--- src/shared/blend_cfg.svh ---
`ifndef BLEND_CFG_SVH
`define BLEND_CFG_SVH
// register offsets
`define OFS_CTRL 4'h0
`define OFS_MATCH 4'h1
`define OFS_LVL 4'h2
`define OFS_RAMP_M 4'h3
`define OFS_RAMP_N 4'h4
`define OFS_TRIG 4'h5
`define OFS_STATUS 4'h6
// control fields
`define CTRL_INTERLACE 0
`define CTRL_OVERLAY 1
`define CTRL_DEPTH_LO 2
`define CTRL_DEPTH_HI 3
// depth codes that allow blending
`define DEPTH_16 2'h2
`define DEPTH_24 2'h3
// reset values
`define LVL_RESET 8'h00
`define MATCH_RESET 24'h000000
// trigger bits
`define TRIG_MATCH 0
`define TRIG_NONMATCH 1
`endif

--- src/shared/blend_pkg.sv ---
package blend_pkg;
	typedef struct packed {
		logic [23:0] gfx;
		logic [23:0] vid;
	} pix_s;
	typedef enum logic [0:0] {
		RAMP_IDLE,
		RAMP_RUN
	} ramp_state_e;
	typedef struct packed {
		ramp_state_e state;
		logic [7:0] level;
		logic [15:0] step;
	} ramp_s;
endpackage

--- src/rtl/blend_mixer.sv ---
// Summary of operation
// - non-match at minimum gives pure graphics
// - non-match at maximum gives pure video
// - proportional 256-step blend, interlace and overlay on
// - both maximum all video, both minimum all graphics
// - ramp moves ratio from start to end
// - match ramp alters only matching pixels
// - non-match ramp alters only non-matching pixels
// - ramp starts at programmed start level
// - ramp ends holding programmed end level
// - equal start and end ramp still runs
// - duration counted in fields, one step per field
// - zero field count: ramp not executed
// - trigger starts the ramp at once
// - one trigger may launch both ramps
// - blending only at 16 or 24 bit depth
// - overlay toggles video in every pixel
// - matching static level resets to minimum
`timescale 1ns/100ps
`default_nettype none
`include "blend_cfg.svh"
module blend_mixer #(
	parameter int FIFO_DEPTH = 8
) (
	input wire logic ref_clk,
	input wire logic rst,
	input wire logic [3:0] addr,
	input wire logic [31:0] wdata,
	input wire logic wr,
	input wire logic rd,
	output logic [31:0] rdata,
	input wire logic [23:0] gfx_pix,
	input wire logic [23:0] vid_pix,
	input wire logic pix_valid,
	output logic pix_ready,
	input wire logic vsync,
	output logic [23:0] out_pix,
	output logic out_valid,
	input wire logic out_ready
);
	// all state of the block outside the pixel fifo
	typedef struct packed {
		logic [3:0] ctrl;
		logic [23:0] match;
		logic [7:0] lvl_m;
		logic [7:0] lvl_n;
		logic [7:0] start_m;
		logic [7:0] end_m;
		logic [15:0] fields_m;
		logic [7:0] start_n;
		logic [7:0] end_n;
		logic [15:0] fields_n;
		blend_pkg::ramp_s ramp_m;
		blend_pkg::ramp_s ramp_n;
		logic [31:0] rdata;
		logic vs_meta;
		logic vs_sync;
		logic vs_last;
		logic [23:0] pix;
		logic pix_full;
	} state_s;
	state_s cur;
	state_s next_cur;
	blend_pkg::pix_s fifo_out;
	logic fifo_valid;
	logic fifo_ready;
	logic field_tick;
	logic blend_on;
	logic is_match;
	logic [7:0] lvl_sel;
	// pixel fifo in front of the mixer
	blend_fifo #(.WIDTH(48), .DEPTH(FIFO_DEPTH)) u_fifo (
		.ref_clk(ref_clk),
		.rst(rst),
		.in_data({gfx_pix, vid_pix}),
		.in_valid(pix_valid),
		.in_ready(pix_ready),
		.out_data(fifo_out),
		.out_valid(fifo_valid),
		.out_ready(fifo_ready)
	);
	// one channel blend: (g*(255-a) + v*a) / 255, a of 256 steps
	function automatic logic [7:0] mix8(input logic [7:0] g,
		input logic [7:0] v, input logic [7:0] a);
		logic [16:0] s;
		s = 17'(g) * 17'(8'hff - a) + 17'(v) * 17'(a);
		mix8 = 8'(s / 17'd255);
	endfunction
	// linear ramp level after step k of n
	function automatic logic [7:0] interp(input logic [7:0] s,
		input logic [7:0] e, input logic [15:0] k, input logic [15:0] n);
		logic signed [25:0] d;
		d = 26'(signed'({1'b0, e}) - signed'({1'b0, s}));
		d = d * signed'({10'h000, k}) / signed'({10'h000, n});
		interp = 8'(26'(signed'({1'b0, s})) + d);
	endfunction
	// ramp advance on trigger and at each field boundary
	function automatic blend_pkg::ramp_s ramp_step(
		input blend_pkg::ramp_s r, input logic trig, input logic tick,
		input logic [7:0] s, input logic [7:0] e, input logic [15:0] n);
		blend_pkg::ramp_s o;
		o = r;
		if (trig && n != 16'h0000) begin
			o.state = blend_pkg::RAMP_RUN;
			o.level = s;
			o.step = 16'h0000;
		end else if (r.state == blend_pkg::RAMP_RUN && tick) begin
			o.step = r.step + 16'h0001;
			o.level = interp(s, e, o.step, n);
			if (o.step == n)
				o.state = blend_pkg::RAMP_IDLE;
		end
		return o;
	endfunction
	assign field_tick = cur.vs_sync && !cur.vs_last;
	assign blend_on = cur.ctrl[`CTRL_INTERLACE] && cur.ctrl[`CTRL_OVERLAY]
		&& (cur.ctrl[`CTRL_DEPTH_HI:`CTRL_DEPTH_LO] == `DEPTH_16
		|| cur.ctrl[`CTRL_DEPTH_HI:`CTRL_DEPTH_LO] == `DEPTH_24);
	assign is_match = fifo_out.gfx == cur.match;
	assign fifo_ready = !cur.pix_full || out_ready;
	// next-state logic
	always_comb begin
		next_cur = cur;
		next_cur.vs_meta = vsync;
		next_cur.vs_sync = cur.vs_meta;
		next_cur.vs_last = cur.vs_sync;
		// register writes
		if (wr) begin
			case (addr)
				`OFS_CTRL: next_cur.ctrl = wdata[3:0];
				`OFS_MATCH: next_cur.match = wdata[23:0];
				`OFS_LVL: begin
					next_cur.lvl_m = wdata[7:0];
					next_cur.lvl_n = wdata[15:8];
				end
				`OFS_RAMP_M: begin
					next_cur.start_m = wdata[7:0];
					next_cur.end_m = wdata[15:8];
					next_cur.fields_m = wdata[31:16];
				end
				`OFS_RAMP_N: begin
					next_cur.start_n = wdata[7:0];
					next_cur.end_n = wdata[15:8];
					next_cur.fields_n = wdata[31:16];
				end
				default: ;
			endcase
		end
		// ramps: one trigger write may start both at once
		next_cur.ramp_m = ramp_step(cur.ramp_m,
			wr && addr == `OFS_TRIG && wdata[`TRIG_MATCH], field_tick,
			cur.start_m, cur.end_m, cur.fields_m);
		next_cur.ramp_n = ramp_step(cur.ramp_n,
			wr && addr == `OFS_TRIG && wdata[`TRIG_NONMATCH], field_tick,
			cur.start_n, cur.end_n, cur.fields_n);
		// a finished ramp leaves its end level as the static level
		if (cur.ramp_m.state == blend_pkg::RAMP_RUN
			&& next_cur.ramp_m.state == blend_pkg::RAMP_IDLE)
			next_cur.lvl_m = next_cur.ramp_m.level;
		if (cur.ramp_n.state == blend_pkg::RAMP_RUN
			&& next_cur.ramp_n.state == blend_pkg::RAMP_IDLE)
			next_cur.lvl_n = next_cur.ramp_n.level;
		// read data, one cycle after strobe
		next_cur.rdata = 32'h0000_0000;
		if (rd) begin
			case (addr)
				`OFS_CTRL: next_cur.rdata = {28'h0, cur.ctrl};
				`OFS_MATCH: next_cur.rdata = {8'h00, cur.match};
				`OFS_LVL: next_cur.rdata = {16'h0, cur.lvl_n, cur.lvl_m};
				`OFS_RAMP_M: next_cur.rdata = {cur.fields_m, cur.end_m,
					cur.start_m};
				`OFS_RAMP_N: next_cur.rdata = {cur.fields_n, cur.end_n,
					cur.start_n};
				`OFS_STATUS: next_cur.rdata = {cur.ramp_n.level,
					cur.ramp_m.level, 14'h0, cur.ramp_n.state == 
					blend_pkg::RAMP_RUN, cur.ramp_m.state ==
					blend_pkg::RAMP_RUN};
				default: next_cur.rdata = 32'h0000_0000;
			endcase
		end
		// pixel output stage
		if (cur.pix_full && out_ready)
			next_cur.pix_full = 1'b0;
		if (fifo_valid && fifo_ready) begin
			next_cur.pix_full = 1'b1;
			next_cur.pix = fifo_out.gfx;
			if (blend_on) begin
				// per channel blend
				for (int i = 0; i < 3; i++)
					next_cur.pix[i*8 +: 8] = mix8(fifo_out.gfx[i*8 +: 8],
						fifo_out.vid[i*8 +: 8], lvl_sel);
			end
		end
	end
	// level picked per pixel class; each ramp owns only its class
	always_comb begin
		if (is_match)
			lvl_sel = cur.ramp_m.state == blend_pkg::RAMP_RUN
				? cur.ramp_m.level : cur.lvl_m;
		else
			lvl_sel = cur.ramp_n.state == blend_pkg::RAMP_RUN
				? cur.ramp_n.level : cur.lvl_n;
	end
	// state register
	always_ff @(posedge ref_clk or posedge rst) begin
		if (rst) begin
			cur <= '0;
			cur.lvl_m <= `LVL_RESET;
			cur.lvl_n <= `LVL_RESET;
			cur.match <= `MATCH_RESET;
		end else begin
			cur <= next_cur;
		end
	end
	assign rdata = cur.rdata;
	assign out_pix = cur.pix;
	assign out_valid = cur.pix_full;
endmodule
`default_nettype wire

--- src/rtl/blend_fifo.sv ---
`timescale 1ns/100ps
`default_nettype none
// small synchronous fifo with valid/ready on both sides
module blend_fifo #(
	parameter int WIDTH = 48,
	parameter int DEPTH = 8
) (
	input wire logic ref_clk,
	input wire logic rst,
	input wire logic [WIDTH-1:0] in_data,
	input wire logic in_valid,
	output logic in_ready,
	output logic [WIDTH-1:0] out_data,
	output logic out_valid,
	input wire logic out_ready
);
	localparam int AW = $clog2(DEPTH);
	logic [WIDTH-1:0] mem [DEPTH];
	logic [AW:0] wp;
	logic [AW:0] rp;
	logic [AW:0] cnt;
	assign cnt = wp - rp;
	assign in_ready = cnt != (AW+1)'(DEPTH);
	assign out_valid = cnt != '0;
	assign out_data = mem[rp[AW-1:0]];
	// pointer update; memory written on accepted push
	always_ff @(posedge ref_clk or posedge rst) begin
		if (rst) begin
			wp <= '0;
			rp <= '0;
		end else begin
			if (in_valid && in_ready)
				wp <= wp + 1'b1;
			if (out_valid && out_ready)
				rp <= rp + 1'b1;
		end
	end
	always_ff @(posedge ref_clk) begin
		if (in_valid && in_ready)
			mem[wp[AW-1:0]] <= in_data;
	end
endmodule
`default_nettype wire

--- config.mk ---
export PLATFORM = sky130hd
export DESIGN_NAME = blend_mixer
export DESIGN_NICKNAME = d
export VERILOG_FILES = /design/src/shared/blend_pkg.sv /design/src/rtl/blend_mixer.sv /design/src/rtl/blend_fifo.sv
export VERILOG_INCLUDE_DIRS = /design/src /design/src/shared
export SDC_FILE = /design/constraint.sdc
export NUM_CORES = 2
export LEC_CHECK = 0
export ABC_AREA = 1
export BUFFER_PORTS_ARGS = -buffer_cell sky130_fd_sc_hd__buf_2
export CORE_ASPECT_RATIO = 1.1
export CORE_MARGIN = 1.5
export CORE_UTILIZATION = 60
export DETAILED_ROUTE_END_ITERATION = 16
export PLACE_DENSITY = 0.8
export REMOVE_ABC_BUFFERS = 1
export SLEW_MARGIN = 25
export SYNTH_ARGS = -nofsm -noshare
export SYNTH_HDL_FRONTEND = slang
export SYNTH_SLANG_ARGS = --single-unit
--- constraint.sdc ---
create_clock -name ref_clk -period 78.1 [get_ports ref_clk]
set_input_delay 19.525 -clock ref_clk [delete_from_list [all_inputs] [get_ports ref_clk]]
set_output_delay 19.525 -clock ref_clk [all_outputs]
set_load 0.005 [all_outputs]
# == Word-level counts from Yosys, hierarchy flattened ==
# Memory sizes are Yosys's and may differ from the RTL's.
# Index checks and enable logic that the tools add are counted.
# totals
regBits,226
ramBits,384
memories,1
# mem_list
name,depth,word_bits,read_ports,rd_ports_with_merged_regs,wr,line_no,source
u_fifo.mem,8,48,1,0,1,blend_fifo.sv:18,logic [WIDTH-1:0] mem [DEPTH];
# op_classes
add_sub_neg,13
mul,8
n_div,5
eq_ne,12
n_mux,22
bitwise_logic,2
n_reduce_logical,36
# ops
operator,n
32-bit one-hot mux with 6 select lines,1
25-bit 2-to-1 mux,4
32-bit 2-to-1 mux,3
80-bit 2-to-1 mux,1
26-bit by 17-bit divider with 26-bit output,2
9-bit by 17-bit multiplier with 26-bit output,2
17-bit by 16-bit adder with 17-bit output,3
17-bit by 8-bit divider with 17-bit output (second input constant),3
8-bit by 8-bit multiplier with 16-bit output,3
8-bit 2-to-1 mux,5
8-bit by 17-bit multiplier with 17-bit output,2
16-bit by 1-bit adder with 16-bit output (second input constant),2
16-bit equality test,2
16-bit nonzero test,2
24-bit equality test,1
24-bit 2-to-1 mux,1
8-bit by 8-bit subtractor with 9-bit output,2
9-bit by 9-bit multiplier with 17-bit output,1
8-bit adder,2
16-bit 2-to-1 mux,1
1-bit logical AND,15
2-bit nonzero test,7
4-bit by 3-bit equality test with 1-bit output (second input constant),3
2-bit AND reduction,6
other kinds (13),24

# == Depth between registers and ports, before layout ==
# depth
ltp_word,10
depth_mapped,563

# == Modules after synthesis ==
# From an unflattened synthesis, not the netlist that was laid out.
# hier_totals
hier_cells,11679
hier_area_um2,85667.2
# by_module_without_submodules
mod,instances,cells_per_inst,area_per_inst_um2
blend_mixer,1,10500,70194.8
blend_fifo,1,1179,15472.3

# == Least setup slack after synthesis ==
# Ideal clock, no wire load.
# synth_timing
kind,register to register
from,register cur[135] in the netlist's numbering
to,register cur[181] in the netlist's numbering
arrival_ns,72.997
setup_slack_ns,5.038
stages_incl_launch_ff,540
cell_sequence,dfrtp_1 inv_1 ha_1 nand2_1 o21ai_0 a21oi_1 o21ai_0 xor2_1 clkbuf_1 nor2_1 fa_1 inv_1 fa_1 inv_1 fa_1 fa_1 inv_1 fa_1 [504 not listed] nor2_1 xor2_1 ha_1 a21oi_1 nand2_1 a21oi_1 nor2_1 o21ai_0 nand2_1 a21oi_1 xor2_1 xor2_1 inv_1 nand3_1 nand3_2 nand2_2 nand2_1 nand2_1
# synth_lines
item,line_no,source
"start, declared",blend_mixer.sv:62,state_s cur;
"start signal, assigned",blend_mixer.sv:212,cur <= next_cur;

==> qor.txt <==
Status -> complete, no violations
Worst Setup Path Type -> flip-flop to flip-flop
TritonRoute pass-1 iters -> 9
Synth Area in Compound Gates -> 0.133
Design area -> 0.0932 mm2
Hold Path Depth -> 0
Synth async-reset ratio -> 0.370
Minimum clock period -> 72.27 ns
Initial antenna violation count -> 33
Post-Layout Cell Count -> 13,894
CTS Root Cell -> clkbuf_16
Tcrit/Tclk final -> 0.925
Syn_area_per_cell -> 7.32 um2
Floorplan die width -> 363 um
CTS Hold Buffers Added -> 0
CP Capture Type -> flip-flop
Yosys warnings -> 0
Yosys reg bits -> 610
Mux contribution to synthesized area -> 0.000234
Most frequent cells in the layout -> nand2_1 (2,631), inv_1 (1,810), nor2_1 (1,098)
Final max-slew violation count -> 0
Post-layout net count -> 13,476
Skew final -> 0.0488 ns
Setup violations, final -> 0
CTS Buffer Depth -> 3
Skew-Pair Late Insertion Delay -> 0.64 ns
Setup WS pre-CTS -> -1.84 ns
Synth Area in XOR/XNOR -> 0.0630
Layout cell share with drive strength beyond 1 -> 0.110
Residual DRC -> 0
Max cap viols -> 0
Largest net degree at the start of global routing -> 195
Initial drt markers -> 6,812
Final antenna-violating net count -> 0
Distinct cell type count after synthesis -> 97
Post-synth EDFFs -> 384
Startpoint Class -> flip-flop
Die ar. -> 0.145 mm2
First-pass GRT wire length -> 399,000 um
Max transition margin -> 0.242
Max stage delay on crit path -> 0.57 ns
Chip Height -> 399 um
Vias in the first global route -> 77,753
Num CTS Buffers -> 66
R2R depth -> 529
Worst min-delay path category -> flip-flop to flip-flop
CP arrival -> 72.84 ns
RD Place Congestion -> 0.989
Post-Place Cells -> 13,609
Fmax -> 13.8 MHz
Routed WL per cell -> 18.4 um
Worst path slowest cell -> fa_1
Clock transition at the registers of the reported paths -> 0.06 ns
Final WS setup -> 5.83 ns
Port bufs -> 148
Final Hold Viols -> 0
Ports -> 149
Clock net sink count -> 610
Final wirelength -> 255,000 um
Htree depth -> 3
Slew @ Worst Pin -> 1.13 ns
FP Rows -> 145
Post-synthesis adder-cell area fraction -> 0.257
Main synth FF type -> edfxtp_1
Synthesized area -> 0.0856 mm2
Synth Area in Simple Gates -> 0.241
Post-synthesis sequential area ratio -> 0.201
Initial Util -> 0.603
Crit Path Max Fanout -> 30
Worst Hold Margin -> 0.353 ns
Placed instance area -> 0.0885 mm2
CTS tree -> built
Area Overhead vs Synth -> 8.95%
Combinational family with the most area after synthesis -> adder cells
Detailed Place HPWL -> 193,000 um
GRT Total Usage -> 0.343
Grt total ovfl -> 0
Vias per std cell -> 5.77
Commonest non-fill, non-tap cell in the layout -> nand2_1
Core area -> 0.142 mm2
Critical Path RT -> 78.67 ns
Vias -> 80,101
Syn Inst Count -> 11,689
-- timing repair --
action,4_1_cts,5_1_grt
gates resized for setup,26,316
hold endpoints to repair,0,0
setup endpoints to repair,30,32
cloned,0,10
buffers inserted,7,137
pin swaps,2,57
-- cell usage after synthesis, drive strengths merged, types with 9 or more instances --
library cell  instances  area (um2)
xnor2               192        1700
o21a                 19         143
o221ai               48         420
clkbuf              220         896
o21ai               835        4250
dfrtp               226        5660
a31oi                24         150
nand4               123         806
nor3                 83         517
inv                1910        7190
edfxtp              384       11500
ha                  972       12200
a221oi               22         193
a21boi                9        67.6
o21bai               74         559
a32o                 40         400
nand3               457        2660
o211ai               28         210
a211oi               14         110
xor2                421        3690
clkinv               21        90.1
fa                  493        9870
buf                 104         821
and2                 10        71.3
a21o                 53         402
nor2               1180        4720
a21oi               627        3190
nand3b               25         191
or2                  87         544
nor4                 22         144
nand2              2773       10900
o22ai               110         688
o31ai                36         275
-- final cells by class --
cell class / instances / area [um2]
Clock buffer: 87 / 1850
Inverter: 1931 / 7440
Fill cell: 12055 / 48700
Timing Repair inverter: 6 / 37.5
Antenna cell: 11 / 27.5
Tap cell: 1911 / 2390
Clock inverter: 33 / 373
Timing Repair Buffer: 475 / 3250
Multi-Input combinational cell: 8830 / 60700
Sequential cell: 610 / 17200
-- sequential cells by signal, indices dropped and copies added (netlist names) --
| signal | count |
|---|---|
| u_fifo.mem | 384 |
| out_pix | 24 |
| rdata | 32 |
| cur | 161 |
| u_fifo.rp | 4 |
| out_valid | 1 |
| u_fifo.wp | 4 |
-- metrics by stage --
| stage | utilization | setup TNS, ns |
|---|---|---|
| 6_report | 0.657 | 0 |
| 5_1_grt | 0.657 | -4.97 |
| 4_1_cts | 0.640 | 0 |
| 3_5_place_dp | 0.624 | -24.92 |
| 3_3_place_gp | 0.624 | 0 |
| 2_1_floorplan | - | 0 |
-- worst paths after layout --
check | startpoint | endpoint | slack [ns]
min in group asynchronous | rst | out_pix[16]$_DFFE_PP0P_ | 18.96
max in group asynchronous | rst | cur[167]$_DFFE_PP0P_ | 57.52
setup reg to reg | cur[136]$_DFFE_PP0P_ | cur[181]$_DFFE_PP0P_ | 5.83
hold / removal | cur[27]$_DFF_PP0_ | cur[26]$_DFF_PP0_ | 0.35
hold reg to reg | cur[27]$_DFF_PP0_ | cur[26]$_DFF_PP0_ | 0.35
setup / recovery | cur[136]$_DFFE_PP0P_ | cur[181]$_DFFE_PP0P_ | 5.83
-- routing by layer --
metal | vias up | share of wire | global-route usage
met5 | - | 0.00098 | 0
li1 | 38334 | - | -
met4 | 36 | 0.053 | 0.166
met2 | 3244 | 0.46 | 0.572
met3 | 806 | 0.093 | 0.0735
met1 | 37681 | 0.39 | 0.422
-- critical path: cells and delay by family (launching register included) --
family	cells	cell delay, ns
and+or+nand+nor	177	18.38
DFF	1	0.43
AOI/OAI and AO/OA	197	30.09
buffers and inverters	116	10.50
adders and majority gates	35	11.78
xor gates and xnor gates	4	0.82
-- logic make-up after synthesis --
group,count (synthesis)
xor+xnor,613
fa+ha+maj,1465
mux,2
buf+inv,2256
compound gates,1970
other cells,2
flops,610
simple gates,4771
Power is left out: the tool's default activity adds up to more than one toggle a clock period on the data nets, which glitch-free logic cannot reach.
